--- src/rtl/scpc_defs.svh ---
// constants for the serial and cassette port control block
// What this block does
// RL1: one serial adapter serves cassette and RS423 paths, one path at a time
// RL2: two rate generators, cassette separator, path switch and sine synthesiser
// RL3: cassette receive clock is recovered from the incoming tone signal
// RL4: system clock divided by thirteen forms the intermediate clock
// RL5: intermediate clock is divided to 2400/1200 Hz tones and bit clocks
// RL6: a program-controlled output drives the cassette motor relay
// RL7: carrier detect rises a set delay after high-tone run-in is first seen
// RL8: control bit 6 routes the adapter to cassette or RS423
// RL9: control bit 7 drives the cassette motor relay output directly
// RL10: control bits 0 to 2 select the transmit bit rate
// RL11: control bits 3 to 5 select the RS423 receive bit rate
// RL12: data is sent only while clear-to-send is asserted by the remote end
// RL13: request-to-send is asserted whenever the device can accept data
// RL14: RS423 path has data in, data out, request-to-send and clear-to-send
// RL15: rate codes map to divisor ratios through a configurable lookup
// RL16: on cassette path RS423 output idles at mark and RS423 input is ignored
`ifndef SCPC_DEFS_SVH
`define SCPC_DEFS_SVH
`define SCPC_OFF_CTRL     8'h00
`define SCPC_OFF_STAT     8'h04
`define SCPC_OFF_CDLY     8'h08
`define SCPC_CTRL_RST     8'h00
`define SCPC_CDLY_RST     16'h0960
`define SCPC_STAT_DCD     0
`define SCPC_STAT_CTS     1
`define SCPC_STAT_HITONE  2
`define SCPC_STAT_CDWAIT  3
`define SCPC_STAT_SILENT  4
`define SCPC_SYS_DIV_LAST 4'hc
`define SCPC_TONE_SPLIT   12'h300
`define SCPC_SILENCE      12'h800
`define SCPC_WAVE_MID     4'h8
`endif

--- src/rtl/scpc_pkg.sv ---
// types shared by the serial and cassette port control block
package scpc_pkg;
    typedef struct packed {
        logic       motor;
        logic       cas_sel;
        logic [2:0] rx_rate;
        logic [2:0] tx_rate;
    } scpc_ctrl_t;

    typedef struct packed {
        logic txd;
        logic rts;
    } scpc_rs_out_t;

    typedef struct packed {
        logic txclk;
        logic rxclk;
        logic rxd;
        logic cts;
        logic dcd;
    } scpc_adp_out_t;

    typedef enum logic [2:0] {
        CD_IDLE = 3'b001,
        CD_WAIT = 3'b010,
        CD_ON   = 3'b100
    } scpc_cd_state_t;
endpackage : scpc_pkg

--- src/rtl/scpc_top.sv ---
// serial adapter routing, rate generators and cassette path
`timescale 1ns/1ps
`include "scpc_defs.svh"
module scpc_top #(
    // half period of each bit clock in intermediate ticks, index is rate code
    parameter logic [7:0][15:0] RATE_HALF = {16'h0200, 16'h0080, 16'h0040, 16'h0020,
                                             16'h0010, 16'h0008, 16'h0004, 16'h0002}
) (
    // system
    input  wire logic                    clk_i,
    input  wire logic                    rst_i,
    // wishbone slave
    input  wire logic                    wb_cyc_i,
    input  wire logic                    wb_stb_i,
    input  wire logic                    wb_we_i,
    input  wire logic [7:0]              wb_adr_i,
    input  wire logic [3:0]              wb_sel_i,
    input  wire logic [31:0]             wb_dat_i,
    output logic      [31:0]             wb_dat_o,
    output logic                         wb_ack_o,
    // serial adapter side
    input  wire logic                    adp_txd_i,
    input  wire logic                    adp_rts_i,
    output scpc_pkg::scpc_adp_out_t      adp_o,
    // rs423 line
    input  wire logic                    rs_rxd_i,
    input  wire logic                    rs_cts_i,
    output scpc_pkg::scpc_rs_out_t       rs_o,
    // cassette
    input  wire logic                    cas_in_i,
    output logic      [3:0]              cas_wave_o,
    output logic                         cas_motor_o
);
    import scpc_pkg::*;

    function automatic logic [3:0] sine16(input logic [3:0] idx);
        logic [63:0] tbl;
        tbl = 64'h5310135_8bdfffdb8;
        sine16 = tbl[idx*4 +: 4];
    endfunction : sine16

    // register bus
    scpc_ctrl_t  ctrl_q, ctrl_d;
    logic [15:0] cdly_q, cdly_d;
    logic [31:0] rdat_q, rdat_d;
    logic        ack_q,  ack_d;
    logic        req;
    logic [31:0] stat;
    scpc_cd_state_t cd_q, cd_d;
    logic        casrxd_q;
    logic        silent;

    assign req  = wb_cyc_i & wb_stb_i;
    assign stat = {27'h0000000, silent, cd_q == CD_WAIT, casrxd_q, rs_cts_i, adp_o.dcd};

    always_comb
    begin
        ack_d  = req & ~ack_q;
        ctrl_d = ctrl_q;
        cdly_d = cdly_q;
        rdat_d = rdat_q;
        if (req & ~ack_q)
        begin
            case (wb_adr_i)
                `SCPC_OFF_CTRL: rdat_d = {24'h000000, ctrl_q};
                `SCPC_OFF_STAT: rdat_d = stat;
                `SCPC_OFF_CDLY: rdat_d = {16'h0000, cdly_q};
                default:        rdat_d = 32'h00000000;
            endcase
        end
        // a write lands on the edge where the master sees ack
        if (req & ack_q & wb_we_i)
        begin
            if (wb_adr_i == `SCPC_OFF_CTRL && wb_sel_i[0])
                ctrl_d = wb_dat_i[7:0]; // [RL8] [RL9] [RL10] [RL11]
            if (wb_adr_i == `SCPC_OFF_CDLY && wb_sel_i[0])
                cdly_d[7:0] = wb_dat_i[7:0];
            if (wb_adr_i == `SCPC_OFF_CDLY && wb_sel_i[1])
                cdly_d[15:8] = wb_dat_i[15:8];
        end
    end

    always_ff @(posedge clk_i or posedge rst_i)
    begin
        if (rst_i)
        begin
            ctrl_q <= `SCPC_CTRL_RST;
            cdly_q <= `SCPC_CDLY_RST;
            rdat_q <= 32'h00000000;
            ack_q  <= 1'b0;
        end
        else
        begin
            ctrl_q <= ctrl_d;
            cdly_q <= cdly_d;
            rdat_q <= rdat_d;
            ack_q  <= ack_d;
        end
    end

    assign wb_ack_o = ack_q;
    assign wb_dat_o = rdat_q;

    // divide by thirteen for the intermediate tick
    logic [3:0] pre_q, pre_d;
    logic       tick_q, tick_d;

    always_comb
    begin
        tick_d = (pre_q == `SCPC_SYS_DIV_LAST); // [RL4]
        pre_d  = tick_d ? 4'h0 : pre_q + 4'h1;
    end

    always_ff @(posedge clk_i or posedge rst_i)
    begin
        if (rst_i)
        begin
            pre_q  <= 4'h0;
            tick_q <= 1'b0;
        end
        else
        begin
            pre_q  <= pre_d;
            tick_q <= tick_d;
        end
    end

    // two bit-rate generators, 0 transmit and 1 receive
    logic [1:0] bclk_q;
    genvar g;
    for (g = 0; g < 2; g++)
    begin : g_rate
        logic [15:0] cnt_q, cnt_d;
        logic        clk_d;
        logic [2:0]  code;
        logic [15:0] half;
        assign code = (g == 0) ? ctrl_q.tx_rate : ctrl_q.rx_rate; // [RL10] [RL11]
        assign half = RATE_HALF[code]; // [RL15]
        always_comb
        begin
            cnt_d = cnt_q;
            clk_d = bclk_q[g];
            if (tick_q)
            begin
                // >= keeps a shortened divisor from running the full wrap
                if (cnt_q + 16'h0001 >= half) // [RL2] [RL5]
                begin
                    cnt_d = 16'h0000;
                    clk_d = ~bclk_q[g];
                end
                else
                begin
                    cnt_d = cnt_q + 16'h0001;
                end
            end
        end
        always_ff @(posedge clk_i or posedge rst_i)
        begin
            if (rst_i)
            begin
                cnt_q     <= 16'h0000;
                bclk_q[g] <= 1'b0;
            end
            else
            begin
                cnt_q     <= cnt_d;
                bclk_q[g] <= clk_d;
            end
        end
    end

    // cassette data/clock separator, measured between rising edges
    logic        cas_q;
    logic [11:0] gap_q, gap_d;
    logic        casrxd_d, rxtgl_q, rxtgl_d, edge_r, hi_ev;

    assign edge_r = cas_in_i & ~cas_q;
    assign silent = (gap_q >= `SCPC_SILENCE);
    assign hi_ev  = edge_r & ~silent & (gap_q < `SCPC_TONE_SPLIT);

    always_comb
    begin
        gap_d    = gap_q;
        casrxd_d = casrxd_q;
        rxtgl_d  = rxtgl_q;
        if (edge_r)
        begin
            gap_d    = 12'h000;
            casrxd_d = hi_ev;
            rxtgl_d  = ~rxtgl_q; // [RL3]
        end
        else if (tick_q && gap_q != 12'hfff)
        begin
            gap_d = gap_q + 12'h001;
        end
    end

    always_ff @(posedge clk_i or posedge rst_i)
    begin
        if (rst_i)
        begin
            cas_q    <= 1'b0;
            gap_q    <= 12'hfff;
            casrxd_q <= 1'b1;
            rxtgl_q  <= 1'b0;
        end
        else
        begin
            cas_q    <= cas_in_i;
            gap_q    <= gap_d;
            casrxd_q <= casrxd_d;
            rxtgl_q  <= rxtgl_d;
        end
    end

    // carrier detect: count high-tone cycles of run-in before asserting
    logic [15:0] cd_cnt_q, cd_cnt_d;

    always_comb
    begin
        cd_d     = cd_q;
        cd_cnt_d = cd_cnt_q;
        case (cd_q)
            CD_IDLE:
            begin
                cd_cnt_d = 16'h0000;
                if (ctrl_q.cas_sel && hi_ev)
                begin
                    cd_d = CD_WAIT;
                end
            end
            CD_WAIT:
            begin
                if (!ctrl_q.cas_sel || silent || (edge_r && !hi_ev))
                begin
                    cd_d = CD_IDLE;
                end
                else if (hi_ev)
                begin
                    cd_cnt_d = cd_cnt_q + 16'h0001;
                    if (cd_cnt_q + 16'h0001 >= cdly_q) // [RL7]
                    begin
                        cd_d = CD_ON;
                    end
                end
            end
            CD_ON:
            begin
                // low tone is data, so only silence or leaving the cassette path drops the carrier
                if (!ctrl_q.cas_sel || silent)
                begin
                    cd_d = CD_IDLE;
                end
            end
            default:
            begin
                cd_d = CD_IDLE;
            end
        endcase
    end

    always_ff @(posedge clk_i or posedge rst_i)
    begin
        if (rst_i)
        begin
            cd_q     <= CD_IDLE;
            cd_cnt_q <= 16'h0000;
        end
        else
        begin
            cd_q     <= cd_d;
            cd_cnt_q <= cd_cnt_d;
        end
    end

    // sine synthesis: mark 2400 Hz, space 1200 Hz, phase kept continuous
    logic [9:0] ph_q, ph_d;
    logic [3:0] wave_d;

    always_comb
    begin
        ph_d = ph_q;
        if (tick_q)
        begin
            ph_d = ph_q + (adp_txd_i ? 10'h002 : 10'h001); // [RL5]
        end
        wave_d = ctrl_q.cas_sel ? sine16(ph_q[9:6]) : `SCPC_WAVE_MID; // [RL2]
    end

    always_ff @(posedge clk_i or posedge rst_i)
    begin
        if (rst_i)
        begin
            ph_q       <= 10'h000;
            cas_wave_o <= `SCPC_WAVE_MID;
        end
        else
        begin
            ph_q       <= ph_d;
            cas_wave_o <= wave_d;
        end
    end

    // path switch and line outputs
    scpc_rs_out_t  rs_d;
    scpc_adp_out_t adp_d;

    always_comb
    begin
        rs_d.txd    = ctrl_q.cas_sel ? 1'b1 : adp_txd_i; // [RL8] [RL14] [RL16]
        rs_d.rts    = ctrl_q.cas_sel ? 1'b0 : adp_rts_i; // [RL13] [RL14]
        adp_d.rxd   = ctrl_q.cas_sel ? casrxd_q : rs_rxd_i; // [RL1] [RL16]
        adp_d.cts   = ctrl_q.cas_sel ? 1'b1 : rs_cts_i; // [RL12]
        adp_d.dcd   = ctrl_q.cas_sel ? (cd_q == CD_ON) : 1'b1; // [RL7]
        adp_d.txclk = bclk_q[0];
        adp_d.rxclk = ctrl_q.cas_sel ? rxtgl_q : bclk_q[1]; // [RL3] [RL11]
    end

    always_ff @(posedge clk_i or posedge rst_i)
    begin
        if (rst_i)
        begin
            rs_o        <= 2'b10;
            adp_o       <= 5'b00111;
            cas_motor_o <= 1'b0;
        end
        else
        begin
            rs_o        <= rs_d;
            adp_o       <= adp_d;
            cas_motor_o <= ctrl_q.motor; // [RL6] [RL9]
        end
    end
endmodule : scpc_top

--- config.mk ---
export PLATFORM = sky130hd
export DESIGN_NAME = scpc_top
export DESIGN_NICKNAME = d
export VERILOG_FILES = /design/src/rtl/scpc_pkg.sv /design/src/rtl/scpc_top.sv
export VERILOG_INCLUDE_DIRS = /design/src /design/src/rtl
export SDC_FILE = /design/constraint.sdc
export NUM_CORES = 1
export LEC_CHECK = 0
export BUFFER_PORTS_ARGS = -buffer_cell sky130_fd_sc_hd__clkbuf_2
export CORE_UTILIZATION = 32
export CTS_BUF_LIST = sky130_fd_sc_hd__clkbuf_8
export DETAILED_ROUTE_END_ITERATION = 7
export PLACE_DENSITY = 0.47
export SLEW_MARGIN = 20
export SYNTH_ARGS = -nofsm -noshare
export SYNTH_HDL_FRONTEND = slang
export SYNTH_SLANG_ARGS = --single-unit
--- constraint.sdc ---
create_clock -name clk_i -period 4.2 [get_ports clk_i]
set_clock_uncertainty 0.1 [all_clocks]
set_input_delay 0.42 -clock clk_i [delete_from_list [all_inputs] [get_ports clk_i]]
set_output_delay 0.42 -clock clk_i [all_outputs]
set_load 0.05 [all_outputs]
==> results of run 1 <==
-- cell type report --
| cell class | instances | area (um^2) | share of cell area |
|---|---|---|---|
| Multi-Input combinational cell | 586 | 3840 | 0.448 |
| Sequential cell | 136 | 3430 | 0.400 |
| Tap cell | 319 | 399 | 0.0466 |
| Timing Repair Buffer | 71 | 375 | 0.0438 |
| Clock buffer | 18 | 248 | 0.0289 |
| Inverter | 38 | 148 | 0.0172 |
| Clock inverter | 14 | 126 | 0.0147 |
-- cells in the final DEF, fill, tap and decap left out, types with 9 or more instances in the layout --
cell type and instances:
inv_1 36, xor2_1 25, mux2_2 14, a22o_1 9
ha_1 41, nand4_1 11, dfstp_2 23, conb_1 16
a21oi_1 25, nor2_1 53, mux2i_1 10, nand2_1 94
a21o_1 9, xnor2_1 34, clkbuf_2 64, clkbuf_8 18
nand3_1 37, nand2b_1 9, dfrtp_1 113, and3_1 14
o21ai_0 62, nor2b_1 22
-- routing by layer --
metal,track usage,vias up,share of wire
met2,0.228,70,0.45
li1,-,2834,-
met5,0,-,0
met3,0.0260,14,0.025
met1,0.203,2651,0.51
met4,0.0458,0,0.012
-- flip-flops by register name, summed over array words and instances (netlist names), 2 cells and up --
| register | cells |
|---|---|
| adp_o | 5 |
| cas_wave_o | 4 |
| cd_cnt_q | 16 |
| cd_q | 3 |
| cdly_q | 16 |
| ctrl_q | 2 |
| g_rate.cnt_q | 32 |
| g_rate.code | 6 |
| gap_q | 12 |
| ph_q | 10 |
| pre_q | 4 |
| rs_o | 2 |
| wb_dat_o | 16 |
-- synthesized netlist by cell type (all sizes together), types with 12 or more instances --
| cell | count | share of area |
|---|---|---|
| dfrtp | 113 | 0.37 |
| nand2 | 94 | 0.046 |
| o21ai | 62 | 0.041 |
| nor2 | 54 | 0.028 |
| ha | 41 | 0.067 |
| nand3 | 39 | 0.028 |
| inv | 36 | 0.018 |
| xnor2 | 34 | 0.039 |
| clkbuf | 28 | 0.014 |
| a21oi | 25 | 0.016 |
| xor2 | 25 | 0.029 |
| buf | 23 | 0.020 |
| dfstp | 23 | 0.079 |
| nor2b | 22 | 0.018 |
| and3 | 14 | 0.011 |
| mux2 | 14 | 0.021 |
| nand4 | 12 | 0.011 |
-- metrics by stage --
stage,hold WS [ps],instance area (um^2),worst slack (ps),cells
finish,18.0,8570,767,1182
global route,68.8,8570,461,1182
CTS,34.9,8570,741,1182
detailed placement,294,8190,735,1149
global placement,289,8190,731,1149
floorplan,270,7680,78.6,811
-- cell families after synthesis --
group	count (synthesis)
other	1
AO/OA/AOI/OAI	148
buffers and inverters	89
XOR/XNOR	59
flip-flops	136
adder cells (fa/ha/maj)	42
multiplexers	24
AND/OR/NAND/NOR	297
-- worst max-delay path by stage --
stage                                         from                              to  slack (ps)  depth (start not counted)
global route        g_rate[0].cnt_q[2]$_DFFE_PP0P_  g_rate[0].cnt_q[2]$_DFFE_PP0P_         460                         12
detailed placement  g_rate[0].cnt_q[0]$_DFFE_PP0P_  g_rate[0].cnt_q[2]$_DFFE_PP0P_         730                         12
finish              g_rate[0].cnt_q[0]$_DFFE_PP0P_  g_rate[0].cnt_q[5]$_DFFE_PP0P_         770                         12
global placement    g_rate[0].cnt_q[0]$_DFFE_PP0P_  g_rate[0].cnt_q[2]$_DFFE_PP0P_         730                         12
CTS                 g_rate[0].cnt_q[0]$_DFFE_PP0P_  g_rate[0].cnt_q[2]$_DFFE_PP0P_         740                         12
floorplan                                    rst_i            adp_d[4]$_DFFE_PP0P_          80                          1
-- power by group through the flow --
stage	sequential (mW)	combinational [mW]	clock [mW]
6_report	1.35	0.153	1.04
5_1_grt	1.35	0.173	1.12
4_1_cts	1.35	0.158	1.08
3_5_place_dp	1.37	0.157	0
3_3_place_gp	1.37	0.156	0
2_1_floorplan	1.38	0.108	0
-- what timing repair did --
item,CTS,global route
hold buffers,1,0
setup endpoints to repair,0,0
endpoints found under the hold margin,1,0
==> results.yml, run 1 <==
synthesis:
  syn_area_um2: 7620
  ys.warnings.count: 0
  synthSimpleGateAreaFrac: 0.201
  ys_seq_area_frac: 0.450
  synth-xor-area-share: 0.0678
  ys.flop_type: "dfrtp_1"
  synthMuxAreaShare: 0.0338
  synth_edf_count: 0
  synth_top_family_by_area: "simple AND/OR/NAND/NOR gates"
  ys_ff_latch: 136
  synth_compound_gate_area_share: 0.124
  postSynthAreaPerCell_um2: 9.58
  syn_inst: 796
  synth.distinct_cells: 67
  async_flop_share: 1.00
  synthAdderAreaFrac: 0.0699
worst_setup_path:
  slowest_delay_ps: 510
  critPathTopFamily: "simple AND/OR/NAND/NOR gates"
  cp_data_required_time_ps: 4480
  crit_buf_inv: 0
  slowest_stage: "or4_1"
  reg2reg_depth: 12
  cp_max_fo: 11
  end_kind: "flop"
  crit_type: "reg2reg"
  worstPathCellList: "ha_1 > and4_1 > nand2_1 > xnor2_1 > ha_1 > or4_1 > a21oi_1 > o21ai_0 > o2111ai_1 > nand4b_1 > o21ai_0 > a22o_1"
  r2r-end: "g_rate[0].cnt_q[5]$_DFFE_PP0P_"
  regToRegStartpoint: "g_rate[0].cnt_q[0]$_DFFE_PP0P_"
  worst-r2r-setup-slack_ps: 770
  crit_path_start_kind: "flop"
  worstPathArrival_ps: 3720
clock_tree:
  post_cts_buffers: 0
  htree_levels: 4
  cts_made_buffers: 17
  clk_pin_slew_ps: 80
  cts_tree: "yes"
  cts_num_sinks: 136
  root_buffer: "clkbuf_8"
  clock_path_buffers: 2
  clock_latency_ps: 450
  post_cts_resized: 0
timing:
  worst_pin_slew_ps: 910
  fin_tns_setup_ps: 0
  slew_viol_final: 0
  finalSetupViolCount: 0
  hold_viol_final: 0
  period_minus_slack_ps: 3430
  fmax_mhz: 291
  fin_crit_sh: 0.817
  relSlewSlack: 0.392
  grt_setup_unrepaired: "no"
power_and_ir_drop:
  swShare: 0.268
  p_sw_mw: 0.681
  clkPwrFrac: 0.409
  seq_power_share: 0.531
  internal-power_mw: 1.86
  irDropWorstVdd_uv: 171
  power.leakage_nw: 4.04
  comb_power_share: 0.060
  finalPower_mw: 2.54
  p_per_area_nw_per_um2: 296
floorplan:
  core_um2: 23400
  die_w_um: 156
  dieHeight_um: 156
  initial_core_util: 0.326
  io_pins: 99
  dieArea_um2: 24400
  rows: 56
job:
  maxCapViolations: 0
detailed_routing:
  drc: 0
  drtIter0Drc: 290
  routed_via_density: 4.71
  avgRoutedWirePerCell_um: 14.2
  ant_nets: 0
  routed_wl_um: 16800
  drt_first_pass_iters: 4
  vias: 5569
placed_design:
  portBuffers: 64
  gp_congestion: 0.743
  dp_hpwl_um: 12100
finish:
  antenna_cells: 0
  fillCellCount: 2446
  drive_gt1_frac: 0.181
  fin_util: 0.366
  final_nets: 946
  syn2layout_area_growth_pct: 12.5
global_routing:
  antenna_found_initial: 0
  gr-total-overflow: 0
  first_global_vias: 5372
  grt_usage: 0.146
  grt_start_max_net_pins: 83
  grt_pass1_wl_um: 27800
hold_path:
  hold_class: "in2async"
run_status:
  status: "finished clean"
(Power assumes the default switching activity.)
==> inputs of run 2 (changes only) <==
- ABC_AREA: default -> 1
- clock period: 4.2 -> 2.9 ns (I/O delays scaled with it)
==> run 2 against run 1 <==
Sequential share of layout area shrank 2.8 points. First-iteration DRC count is 6.9% higher. Non-clock buffer count increased by 32. Synthesized cell count rose by 24%. Clock power grew 56%. Wire length is 12% higher. Setup slack lost 610 ps. Flip-flop and latch count stayed put. Highest routed layer unchanged. Worst hold slack improved by 3.6 ps.
==> results.yml, run 2 <==
floorplan:
  dieHeight_um: 158
  rows: 56
  dieArea_um2: 25000
  initial_core_util: 0.330
  die_w_um: 158
  io_pins: 99
  core_um2: 23700
synthesis:
  synth.distinct_cells: 47
  ys_seq_area_frac: 0.440
  netlist_top_cells_count: "nand2_1 (244), inv_1 (141), dfrtp_1 (113)"
  syn_area_um2: 7810
  synthAdderAreaFrac: 0.0683
  synth_most_common_cell: "nand2_1"
  synth_top_area_frac: 0.362
  ys.flop_type: "dfrtp_1"
  synth-xor-area-share: 0.0381
  synthMuxAreaShare: 0
  synth.largest_area_cell: "dfrtp_1"
  ys_ff_latch: 136
  syn_inst: 986
  async_flop_share: 1.00
  postSynthAreaPerCell_um2: 7.92
  synth_top_family_by_area: "simple AND/OR/NAND/NOR gates"
  ys.warnings.count: 0
  synth_compound_gate_area_share: 0.106
  synthSimpleGateAreaFrac: 0.250
  synth_area_leaders: "dfrtp_1 (36%), nand2_1 (12%), dfstp_2 (7.7%)"
  synth_edf_count: 0
detailed_routing:
  drc: 0
  vias: 6402
  routed_wl_um: 18700
  drtIter0Drc: 310
  routed_via_density: 4.51
  drt_first_pass_iters: 4
  ant_nets: 0
  avgRoutedWirePerCell_um: 13.2
finish:
  drive_gt1_frac: 0.173
  final_nets: 1184
  largest_register: "g_rate.cnt_q"
  layout_commonest_cell: "nand2_1"
  largest_reg_flops: 32
  fillCellCount: 2527
  antenna_cells: 0
  final_cell_mix: "nand2_1 (243), inv_1 (142), dfrtp_1 (113)"
  syn2layout_area_growth_pct: 18.0
  finalNonFillerCells: 1420
clock_tree:
  clk_pin_slew_ps: 90
  cts_num_sinks: 136
  htree_levels: 4
  cts_made_buffers: 17
  root_buffer: "clkbuf_8"
  clock_path_buffers: 2
  cts_tree: "yes"
  clock_latency_ps: 450
global_routing:
  gr-total-overflow: 0
  grt_pass1_wl_um: 30400
  antenna_found_initial: 0
  first_global_vias: 6014
  grt_start_max_net_pins: 136
  grt_usage: 0.159
worst_setup_path:
  r2r-end: "cd_q[2]$_DFFE_PP0P_"
  slowest_stage: "dfrtp_1"
  crit_path_start_kind: "flop"
  end_kind: "flop"
  worstPathArrival_ps: 3020
  cp_data_required_time_ps: 3180
  regToRegStartpoint: "cd_cnt_q[0]$_DFFE_PP0P_"
  worstPathCellList: "ha_2 > nand3_2 > nor2_2 > nand4_1 > nor2_1 > nand3_1 > xor2_2 > inv_1 > ha_1 > nand2_1 > inv_1 > nand3_2 > nor3_2 > buf_4 > nand2_1 > nand3_2 > nand3b_1 > a21oi_1"
  critPathTopFamily: "simple AND/OR/NAND/NOR gates"
  reg2reg_depth: 18
  slowest_delay_ps: 370
  crit_buf_inv: 3
  cp_max_fo: 2
  crit_type: "reg2reg"
  crit_top_cell: "nand3_2"
  worst-r2r-setup-slack_ps: 150
timing:
  relSlewSlack: 0.486
  finalSetupViolCount: 0
  slew_viol_final: 0
  grt_setup_unrepaired: "yes"
  fin_crit_sh: 0.947
  setup_slack_ps: 154
  fmax_mhz: 364
  fin_hold_ws_ps: 21.6
  worst_pin_slew_ps: 771
  period_minus_slack_ps: 2750
  hold_viol_final: 0
  fin_tns_setup_ps: 0
power_and_ir_drop:
  irDropWorstVdd_uv: 225
  clkPwrFrac: 0.396
  seq_power_share: 0.488
  p_sw_mw: 1.16
  swShare: 0.284
  internal-power_mw: 2.92
  p_per_area_nw_per_um2: 442
  power.leakage_nw: 4.53
  finalPower_mw: 4.08
  comb_power_share: 0.116
placed_design:
  dp_hpwl_um: 13600
  portBuffers: 64
  gp_congestion: 0.776
  pre_cts_slack_ps: -18.8
  dp.cells: 1368
hold_path:
  hold_class: "in2reg"
  holdPathStages: 3
  hold_end: "adp_o[1]$_DFF_PP1_"
  hold_start: "rs_cts_i"
job:
  maxCapViolations: 0
run_status:
  status: "finished clean"
[run 2: cell count changes after synthesis, sizes merged, moves of 11 or more]
| cell | previous run | this run |
|---|---|---|
| nor2 | 54 | 97 |
| a21oi | 25 | 37 |
| xnor2 | 34 | 2 |
| o21ai | 62 | 73 |
| mux2 | 14 | 0 |
| nor2b | 22 | 0 |
| nor3 | 8 | 22 |
| nand3 | 39 | 63 |
| inv | 36 | 143 |
| clkbuf | 28 | 10 |
| and3 | 14 | 1 |
| o22ai | 1 | 17 |
| nand2 | 94 | 247 |
[run 2: power groups by stage]
stage	registers [mW]	logic [mW]	clock network [mW]
5_1_grt	1.99	0.537	1.75
4_1_cts	1.99	0.470	1.67
6_report	1.99	0.473	1.62
3_3_place_gp	2.03	0.455	0
2_1_floorplan	2.04	0.347	0
3_5_place_dp	2.03	0.453	0
[run 2: layer usage]
| metal | GRT usage | vias up | part of all wire |
|---|---|---|---|
| li1 | - | 3335 | - |
| met1 | 0.219 | 2974 | 0.50 |
| met2 | 0.251 | 79 | 0.46 |
| met3 | 0.0301 | 14 | 0.022 |
| met4 | 0.0453 | 0 | 0.010 |
| met5 | 0 | - | 0 |
[run 2: worst register-to-register path, delay by kind of cell (launching register included)]
| kind | cells | cell delay [ps] |
|---|---|---|
| adders and majority gates | 2 | 460 |
| buffers and inverters | 3 | 260 |
| and+or+nand+nor | 11 | 1180 |
| DFF | 1 | 370 |
| xor gates and xnor gates | 1 | 200 |
| AOI/OAI and AO/OA | 1 | 120 |
[run 2: kinds of logic (layout without fill, tap and decap cells)]
group,after synthesis,in the layout
AO/OA/AOI/OAI,141,141
XOR/XNOR,34,34
adder cells (fa/ha/maj),42,42
buffers and inverters,180,280
flip-flops,136,136
other,1,16
AND/OR/NAND/NOR,452,452
[run 2: worst max-delay path by stage]
stage,startpoint,endpoint,slack (ps),cells past startpoint
after floorplan,cd_cnt_q[0]$_DFFE_PP0P_,cd_q[1]$_DFFE_PP0P_,350,18
after global placement,cd_cnt_q[0]$_DFFE_PP0P_,cd_q[1]$_DFFE_PP0P_,20,19
after detailed placement,cd_cnt_q[1]$_DFFE_PP0P_,cd_q[1]$_DFFE_PP0P_,-20,17
after CTS,cd_cnt_q[0]$_DFFE_PP0P_,cd_q[1]$_DFFE_PP0P_,50,19
after global routing,cd_cnt_q[0]$_DFFE_PP0P_,cd_q[1]$_DFFE_PP0P_,-50,19
final,cd_cnt_q[0]$_DFFE_PP0P_,cd_q[2]$_DFFE_PP0P_,150,18
[run 2: area by class of cell]
cell class                      instances  area (um^2)  share of cell area
Clock buffer                           20          275              0.0299
Multi-Input combinational cell        685         3770               0.409
Timing Repair Buffer                  103          667              0.0723
Tap cell                              319          399              0.0433
Sequential cell                       136         3430               0.372
Inverter                              145          548              0.0595
Clock inverter                         12          124              0.0134
[run 2: repair_timing]
item	in CTS	in global routing
endpoints found under the setup margin	2	2
gates resized for setup	2	19
buffers inserted	0	5
cloned	0	0
hold buffers	15	0
endpoints found under the hold margin	17	0
pin swaps	0	14
[run 2: metrics by stage]
step            util  cell area [um^2]
6_report       0.389              9220
5_1_grt        0.389              9220
4_1_cts        0.383              9080
3_5_place_dp   0.360              8520
3_3_place_gp   0.360              8520
2_1_floorplan      -              7870
